==> src/pkg/dpub_pkg.sv <==
package dpub_pkg;
  // Unlock sequence bytes
  localparam logic [7:0] AUTOBAUD_BYTE = 8'h80;
  localparam logic [7:0] KEY_BYTE0     = 8'heb;
  localparam logic [7:0] KEY_BYTE1     = 8'h5a;
  localparam logic [7:0] KEY_BYTE2     = 8'h70;
  localparam logic [7:0] KEY_BYTE3     = 8'hcd;
  localparam int         KEY_LEN       = 4;
  // Instruction codes
  localparam logic [7:0] BRK_OPCODE    = 8'h00;
  localparam logic [7:0] ERASED_OPCODE = 8'hff;
  // Debugger control value that enters debug mode
  localparam logic [7:0] DBGCTL_ENTER  = 8'h80;
  // Break detection: low-bit count at the current bit time
  localparam int         BRK_BITS      = 10;
  // Clock and host wait time
  localparam int         CLK_MHZ       = 20;
  localparam int         RST_WAIT_MS   = 5;
  localparam int         RST_WAIT_CYC  = RST_WAIT_MS * 1000 * CLK_MHZ;
  typedef enum logic [2:0] {ST_IDLE, ST_START, ST_DATA, ST_STOP} dpub_rx_t;
endpackage

==> src/hdl/dpub_top.sv <==
`timescale 1ns/1ns
module dpub_top (
  // Clock, enable, reset
  input  wire logic       mclk,
  input  wire logic       clk_en,
  input  wire logic       rstn,
  // Shared reset pin level, low holds the system in reset
  input  wire logic       shared_reset_pin_n,
  // Shared debug/GPIO pin
  input  wire logic       pin_in,
  output logic            pin_out,
  output logic            pin_oe,
  // GPIO side
  input  wire logic       gpio_out,
  input  wire logic       gpio_oe,
  output logic            gpio_in,
  // Debugger serial side
  input  wire logic       dbg_tx,
  output logic            dbg_rx,
  input  wire logic       dbg_ctl_wr,
  input  wire logic [7:0] dbg_ctl_data,
  output logic            dbg_break_ff,
  // CPU side
  input  wire logic       cpu_decode,
  input  wire logic [7:0] cpu_opcode,
  input  wire logic       bp_enable,
  output logic            cpu_idle_ff,
  output logic            cpu_nop_ff,
  // Status
  output logic            unlocked_ff,
  output logic            debug_mode_ff,
  output logic            limbo_ff
);

  logic [15:0] bit_cnt_ff;
  logic [15:0] bit_len_ff;
  logic [15:0] low_cnt_ff;
  logic [3:0]  bitn_ff;
  logic [7:0]  shf_ff;
  logic        rx_in_ff;
  logic        byte_vld_ff;
  logic [7:0]  byte_ff;
  logic [2:0]  seq_ff;
  logic        abandon_ff;
  logic        key_ok_ff;
  logic        in_rst_ff;
  dpub_pkg::dpub_rx_t rx_st_ff;

  // Debug function active on the shared pin
  wire dbg_active = unlocked_ff & ~in_rst_ff;

  always_ff @(posedge mclk) begin
    if (!rstn) begin
      rx_in_ff  <= 1'b1;
      in_rst_ff <= 1'b1;
    end else if (clk_en) begin
      rx_in_ff  <= pin_in;
      in_rst_ff <= ~shared_reset_pin_n;
    end
  end

  // Pin mux: GPIO unless unlocked and out of reset; open-drain when debugging
  always_ff @(posedge mclk) begin
    if (!rstn) begin
      pin_out <= 1'b0;
      pin_oe  <= 1'b0;
      gpio_in <= 1'b1;
      dbg_rx  <= 1'b1;
    end else if (clk_en) begin
      if (dbg_active) begin
        pin_out <= 1'b0;
        pin_oe  <= ~dbg_tx;
        gpio_in <= 1'b1;
        dbg_rx  <= pin_in;
      end else begin
        pin_out <= gpio_out;
        pin_oe  <= gpio_oe;
        gpio_in <= pin_in;
        dbg_rx  <= 1'b1;
      end
    end
  end

  // Autobaud-measured byte receiver for the unlock key
  always_ff @(posedge mclk) begin
    if (!rstn) begin
      rx_st_ff    <= dpub_pkg::ST_IDLE;
      bit_cnt_ff  <= 16'h0000;
      bit_len_ff  <= 16'h0000;
      bitn_ff     <= 4'h0;
      shf_ff      <= 8'h00;
      byte_vld_ff <= 1'b0;
      byte_ff     <= 8'h00;
    end else if (clk_en) begin
      byte_vld_ff <= 1'b0;
      case (rx_st_ff)
        dpub_pkg::ST_IDLE: begin
          bit_cnt_ff <= 16'h0000;
          if (!rx_in_ff && in_rst_ff) begin
            rx_st_ff <= dpub_pkg::ST_START;
          end
        end
        dpub_pkg::ST_START: begin
          bit_cnt_ff <= bit_cnt_ff + 16'h0001;
          if (rx_in_ff) begin
            // Autobaud 80H: start plus seven zero bits low; first byte sets rate
            if (seq_ff == 3'h0) begin
              bit_len_ff <= bit_cnt_ff >> 3;
              rx_st_ff   <= dpub_pkg::ST_STOP;
            end else begin
              rx_st_ff <= dpub_pkg::ST_IDLE;
            end
          end else if (seq_ff != 3'h0 && bit_cnt_ff == (bit_len_ff >> 1)) begin
            bit_cnt_ff <= 16'h0000;
            bitn_ff    <= 4'h0;
            rx_st_ff   <= dpub_pkg::ST_DATA;
          end
        end
        dpub_pkg::ST_DATA: begin
          bit_cnt_ff <= bit_cnt_ff + 16'h0001;
          if (bit_cnt_ff == bit_len_ff) begin
            bit_cnt_ff <= 16'h0000;
            shf_ff     <= {rx_in_ff, shf_ff[7:1]};
            bitn_ff    <= bitn_ff + 4'h1;
            if (bitn_ff == 4'h7) begin
              byte_ff     <= {rx_in_ff, shf_ff[7:1]};
              byte_vld_ff <= 1'b1;
              rx_st_ff    <= dpub_pkg::ST_STOP;
            end
          end
        end
        dpub_pkg::ST_STOP: begin
          if (rx_in_ff) begin
            rx_st_ff <= dpub_pkg::ST_IDLE;
          end
        end
        default: rx_st_ff <= dpub_pkg::ST_IDLE;
      endcase
    end
  end

  // Key comparison in order
  logic [7:0] exp_byte;
  always_comb begin
    case (seq_ff)
      3'h1:    exp_byte = dpub_pkg::KEY_BYTE0;
      3'h2:    exp_byte = dpub_pkg::KEY_BYTE1;
      3'h3:    exp_byte = dpub_pkg::KEY_BYTE2;
      default: exp_byte = dpub_pkg::KEY_BYTE3;
    endcase
  end

  always_ff @(posedge mclk) begin
    if (!rstn) begin
      seq_ff     <= 3'h0;
      abandon_ff <= 1'b0;
      key_ok_ff  <= 1'b0;
    end else if (clk_en) begin
      if (!in_rst_ff) begin
        seq_ff     <= 3'h0;
        abandon_ff <= 1'b0;
        key_ok_ff  <= 1'b0;
      end else if (rx_st_ff == dpub_pkg::ST_START && rx_in_ff && seq_ff == 3'h0) begin
        seq_ff <= 3'h1;
      end else if (byte_vld_ff && !abandon_ff && !key_ok_ff) begin
        if (byte_ff != exp_byte) begin
          abandon_ff <= 1'b1;
        end else if (seq_ff == 3'(dpub_pkg::KEY_LEN)) begin
          key_ok_ff <= 1'b1;
        end else begin
          seq_ff <= seq_ff + 3'h1;
        end
      end
    end
  end

  // Unlock latch and limbo window
  always_ff @(posedge mclk) begin
    if (!rstn) begin
      unlocked_ff <= 1'b0;
      limbo_ff    <= 1'b0;
    end else if (clk_en) begin
      if (in_rst_ff) begin
        unlocked_ff <= key_ok_ff;
        limbo_ff    <= key_ok_ff;
      end else begin
        limbo_ff <= 1'b0;
      end
    end
  end

  // Break detection on the pin, even while transmitting
  always_ff @(posedge mclk) begin
    if (!rstn) begin
      low_cnt_ff   <= 16'h0000;
      dbg_break_ff <= 1'b0;
    end else if (clk_en) begin
      if (!dbg_active || rx_in_ff) begin
        low_cnt_ff   <= 16'h0000;
        dbg_break_ff <= 1'b0;
      end else if (bit_len_ff != 16'h0000 &&
                   low_cnt_ff == 16'(bit_len_ff * 16'(dpub_pkg::BRK_BITS))) begin
        dbg_break_ff <= 1'b1;
      end else begin
        low_cnt_ff <= low_cnt_ff + 16'h0001;
      end
    end
  end

  // Debug mode and breakpoint handling
  wire brk_hit = cpu_decode && cpu_opcode == dpub_pkg::BRK_OPCODE;
  always_ff @(posedge mclk) begin
    if (!rstn) begin
      debug_mode_ff <= 1'b0;
      cpu_idle_ff   <= 1'b0;
      cpu_nop_ff    <= 1'b0;
    end else if (clk_en) begin
      cpu_nop_ff <= brk_hit && !bp_enable;
      if (in_rst_ff) begin
        debug_mode_ff <= 1'b0;
        cpu_idle_ff   <= 1'b0;
      end else if (dbg_active && dbg_ctl_wr && dbg_ctl_data == dpub_pkg::DBGCTL_ENTER) begin
        debug_mode_ff <= 1'b1;
        cpu_idle_ff   <= 1'b1;
      end else if (brk_hit && bp_enable) begin
        debug_mode_ff <= 1'b1;
        cpu_idle_ff   <= 1'b1;
      end
    end
  end

  AST_NOP_WHEN_DISABLED:
    assert property (@(posedge mclk) disable iff (!rstn)
      clk_en && brk_hit && !bp_enable && !debug_mode_ff |=> cpu_nop_ff && !cpu_idle_ff)
    else $error("disabled breakpoint did not act as no-op");
  AST_BRK_ENTERS_DEBUG:
    assert property (@(posedge mclk) disable iff (!rstn)
      clk_en && brk_hit && bp_enable && !in_rst_ff |=> debug_mode_ff && cpu_idle_ff)
    else $error("enabled breakpoint did not enter debug");
  AST_GPIO_WHEN_LOCKED:
    assert property (@(posedge mclk) disable iff (!rstn)
      clk_en && !unlocked_ff |=> pin_out == $past(gpio_out) && pin_oe == $past(gpio_oe))
    else $error("locked pin not driven as gpio");
  AST_UNLOCK_NEEDS_KEY:
    assert property (@(posedge mclk) disable iff (!rstn)
      clk_en && $rose(unlocked_ff) |-> $past(key_ok_ff) && !$past(abandon_ff))
    else $error("unlock without full key");
  AST_OPEN_DRAIN:
    assert property (@(posedge mclk) disable iff (!rstn)
      clk_en && dbg_active |=> pin_out == 1'b0)
    else $error("debug pin driven high");
  AST_LIMBO_OUT_DEBUG:
    assert property (@(posedge mclk) disable iff (!rstn)
      limbo_ff |-> !debug_mode_ff)
    else $error("limbo overlaps debug mode");
  AST_ABANDON_STICKS:
    assert property (@(posedge mclk) disable iff (!rstn)
      clk_en && abandon_ff && in_rst_ff |=> abandon_ff && !key_ok_ff)
    else $error("abandoned unlock recovered");
  AST_BREAK_RESETS:
    assert property (@(posedge mclk) disable iff (!rstn)
      clk_en && rx_in_ff |=> !dbg_break_ff)
    else $error("break held while line high");
endmodule

==> config.mk <==
export PLATFORM = sky130hd
export DESIGN_NAME = dpub_top
export DESIGN_NICKNAME = d
export VERILOG_FILES = /design/src/pkg/dpub_pkg.sv /design/src/hdl/dpub_top.sv
export SDC_FILE = /design/constraint.sdc
export NUM_CORES = 1
export LEC_CHECK = 0
export BUFFER_PORTS_ARGS = -buffer_cell sky130_fd_sc_hd__buf_2
export CAP_MARGIN = 20
export CORE_ASPECT_RATIO = 0.7
export CORE_MARGIN = 3
export CORE_UTILIZATION = 48
export CTS_BUF_LIST = sky130_fd_sc_hd__clkbuf_4 sky130_fd_sc_hd__clkbuf_8
export DETAILED_ROUTE_END_ITERATION = 10
export GPL_ROUTABILITY_DRIVEN = 0
export HOLD_SLACK_MARGIN = 0.05
export PLACE_DENSITY_LB_ADDON = 0.3
export SLEW_MARGIN = 20
export SYNTH_ARGS = -nofsm -noshare
export SYNTH_HDL_FRONTEND = slang
export SYNTH_SLANG_ARGS = --single-unit
export TNS_END_PERCENT = 5
==> constraint.sdc <==
create_clock -name mclk -period 9.01 [get_ports mclk]
set_input_delay 0 -clock mclk [delete_from_list [all_inputs] [get_ports mclk]]
set_output_delay 0 -clock mclk [all_outputs]
set_load 0.02 [all_outputs]
==> summary.md <==
The flow ran to the end, and the final reports show no timing, DRC or antenna violations. The root buffer cell chosen for the clock tree is clkbuf_8. Of the post-synthesis cell area, the dominant cell type holds 31.41%. The maximum root-to-sink buffer count is 2, and the cell-internal power is 552.6 uW.

For the final setup violation count, the log shows 0. The total overflow left after global routing is 0. Setup repair after global routing left no endpoint under its margin. Along the worst hold path, the cell count comes to 3. The endpoint of the most critical register-to-register path is low_cnt_ff[8]. Post-CTS timing repair inserted 0 buffers for setup. The startpoint of the worst-slack reg-to-reg timing path is bit_len_ff[1]. Among all flip-flop cells after synthesis, the most frequent one is dfxtp_1. Entering global routing, the biggest net connects 63 pins. The die covers 12340 um^2. The tools report the number of rows in the core area as 31. The run gives 9310 ps as the data required time of the critical path.

In this run the worst path has a maximum fanout of 7. The routed layout has 4736 vias. The port buffer count works out to 36. The die height was 93.84 um. The worst reg2reg path depth works out to 12. Including well taps, the total number of placed cells is 808. Global routing used 20.46% of the available tracks. The initial utilization of the core area, before any placement, comes to 50.14%. Sequential cells were found to cover 31.41% of the synthesized design area. In this run, post-CTS repair resized a total of 0 instances.

In the finished design, the share of the clock period the worst path needs comes to 40.38%. The largest area contributor in the synthesized netlist is dfxtp_1. The final-report hold violation count was 0; the share of power burned in registers was 50.9%. The first detailed-routing pass took 5 iterations.

Summing all flip-flop and latch instances after layout gives 1662 um^2. Yosys printed 0 warnings. The final setup TNS is 0 ps. The synthesized design contains 0 enable-type register cells. For this run, design rule violations remaining after detail routing come to 0. Clock-pin slew was measured on the worst setup and hold paths at 90 ps. The net switching power was 178.2 uW; the number of instances in the synthesized netlist was 658. The flop-to-flop setup slack is 5370 ps, and the routing usage on met2 is 31.52%. STA classifies the critical path startpoint as a flip-flop. The share of total power dissipated in combinational logic is 6.2%. In the final routed layout, each cell accounts on average for 14.97 um. The mean instance size in the synthesized netlist was 8.040 um^2.

The wire length after detailed routing is 12.52 mm, and the mean number of vias per cell is 5.665. In this design, the stage delay of the slowest critical-path cell is 560 ps. TritonCTS created 9 clock buffers.

The run gives 42.9% as the clock group share of total power. Yosys attributes the largest share of cell area to dfxtp_1 (31%), ha_1 (8.3%), nand2_1 (5.9%). The post-synth net total was 721; the number of slew-limit violations in the final report was 0.

After the flow finishes, the layout carries non-filler instances totaling 836. The global-route met3 utilization is 5.246%, and the total power after layout is 730.9 uW. TritonCTS built the clock tree. Global-route wire length before repair: 20.90 mm. The critical path goes through ha_1 > ha_1 > inv_1 > fa_1 > xnor2_1 > nor4_1 > nand4_1 > nor4_2 > nand4_1 > nor4_4 > mux2_1 > o211ai_1.

During I/O placement, the number of pins put on the boundary was 37. The first routing iteration left 274 violations. The area added between synthesis and finish was 10.50%; the number of storage elements in the synthesis netlist was 83.

Net switching is 24.38% of the power. The worst-path cell with the longest stage delay was nor4_4. The highest clock rate is 0.2748 GHz.

Worst min-delay path class: in -> reg. The tools report the area used by multi-input combinational logic as 3383 um^2. The startpoint identified for the worst hold timing path is clk_en. Global routing used 28.43% of the available met1 tracks. The horizontal die dimension came out at 131.5 um.

The total power density per cell area is 125.0 nW/um^2. Ranked by instance count, the synthesized netlist is headed by dfxtp_1 (83), nand2_1 (83), nor2_1 (66). The proportion of layout cells with a drive suffix above 1 came out at 10.17%. At the worst endpoint, the arrival time is 3940 ps.

Number of antenna violations at the first check in global routing: 0. 0 antenna diodes ended up in the layout. In this run the number of H-tree levels came out at 3. The core region is 10550 um^2. The clock period could shrink to 3638 ps. The layer flagged by global routing as most heavily used is met2. Between clock sinks in the finished design, the worst skew comes to 9.248 ps. The run gives 370 ps as the clock latency at the later pin of the worst-skew pair. For the pin with the worst max-slew slack, the measured transition is 930.1 ps. The count of nets after finishing was 746; the estimated wirelength of the detail-placed design was 9.100 mm. The worst hold path terminates at pin_out. For the worst slew margin relative to its limit, the log shows 37.76%. The worst setup path is of the reg -> reg kind.

The logs give 4514 for the via count of the first global-routing pass and 0 for the number of violations of the max-capacitance limit. After synthesis, the netlist uses 65 different library cells. The run gives 0.002231 uW as the leakage component of the power. The detail route stage leaves a number of antenna-violating nets equal to 0. The category of the worst setup path capture point is a flip-flop.

The layout has 986 filler cells. The clock net in this run drives a total of 83 sinks. In the synthesized netlist the async set-or-reset flop fraction comes to 0%.

Across the VDD grid, the largest voltage drop is 0.00009266 V. In this run the cell area of the synthesized design comes to 5290 um^2.
[how the worst max path moves through the flow]
| stage | from | endpoint | slack [ps] | cells past startpoint |
|---|---|---|---|---|
| final | bit_len_ff[1] | low_cnt_ff[8] | 5370 | 12 |
| after global routing | bit_len_ff[1] | low_cnt_ff[8] | 5110 | 12 |
| after CTS | bit_len_ff[1] | low_cnt_ff[8] | 5350 | 12 |
| after detailed placement | bit_len_ff[1] | low_cnt_ff[8] | 5380 | 12 |
| after global placement | bit_len_ff[3] | low_cnt_ff[8] | 5620 | 12 |
| after floorplan | bit_len_ff[3] | low_cnt_ff[6] | 5840 | 12 |
[per-layer routing]
layer / part of all wire, % / wire length (um)
met1: 51 / 6415
met4: 0.91 / 114
met2: 41 / 5171
met3: 6.5 / 817
met5: 0 / 0
[cells in the final DEF, fill, tap and decap left out, types with 10 or more instances in the layout]
cell and n:
dfxtp_1 83, buf_2 36, nand3_1 24, inv_1 20, mux2i_1 19, nand4_1 10, and3_1 13, or3_1 12
nand2_1 83, nor2_1 66, xnor2_1 27, nand3b_1 10, o21ai_0 30, dlygate4sd3_1 12, xor2_1 22, ha_1 35
clkbuf_8 10, a21oi_1 55
[final cells by class]
class	instances	share of cell area (%)
multi-input cells	519	57.88
repair buffers	48	5.137
inverters	22	1.434
flip-flops and latches	83	28.42
clock inverters	6	1.605
clock buffers	10	2.354
well taps	148	3.168
[worst max-delay path: cells and delay by family, from the launching register on]
family / cells / cell delay, ps
and+or+nand+nor: 5 / 1460
adders and majority gates: 3 / 940
DFF: 1 / 470
muxes: 1 / 380
xor gates and xnor gates: 1 / 140
AOI/OAI and AO/OA: 1 / 90
buffers and inverters: 1 / 80
[flip-flops by register name (all words and copies together), names as in the netlist, 2 cells and up]
name        flops
bit_cnt_ff     16
low_cnt_ff     16
bit_len_ff     13
byte_ff         8
shf_ff          7
bitn_ff         4
seq_ff          3
rx_st_ff        2
[power by group through the flow]
| stage | Sequential [uW] | Clock (uW) | Combinational [uW] |
|---|---|---|---|
| finish | 372 | 314 | 45.2 |
| detailed placement | 380 | 0 | 41.2 |
| global placement | 380 | 0 | 40.5 |
| CTS | 372 | 320 | 44.6 |
| global route | 372 | 336 | 50.5 |
| floorplan | 380 | 0 | 28.2 |
[logic make-up (layout without fill, tap and decap cells)]
| group | Yosys count | count (layout) | share of synthesized area, % |
|---|---|---|---|
| AND/OR/NAND/NOR | 273 | 273 | 26.66 |
| AO/OA/AOI/OAI | 137 | 137 | 15.87 |
| flip-flops | 83 | 83 | 31.41 |
| buffers and inverters | 56 | 86 | 4.635 |
| XOR/XNOR | 49 | 49 | 8.113 |
| adder cells (fa/ha/maj) | 36 | 36 | 8.657 |
| multiplexers | 24 | 24 | 4.659 |
[timing repair]
action                                  4_1_cts  5_1_grt
hold buffers                                 12        0
hold endpoints to repair                      9        0
endpoints found under the setup margin        0        0
[stage by stage]
step                setup slack, ps  util, %  area (um^2)  hold WS [ps]
detailed placement             5382    52.06         5493         287.1
global placement               5618    52.06         5493         282.1
CTS                            5354    55.40         5844         166.6
floorplan                      5842        -         5290         167.6
global route                   5111    55.41         5846         202.8
finish                         5372    55.41         5846         188.6
No activity file was read; power rests on OpenSTA's default activity.
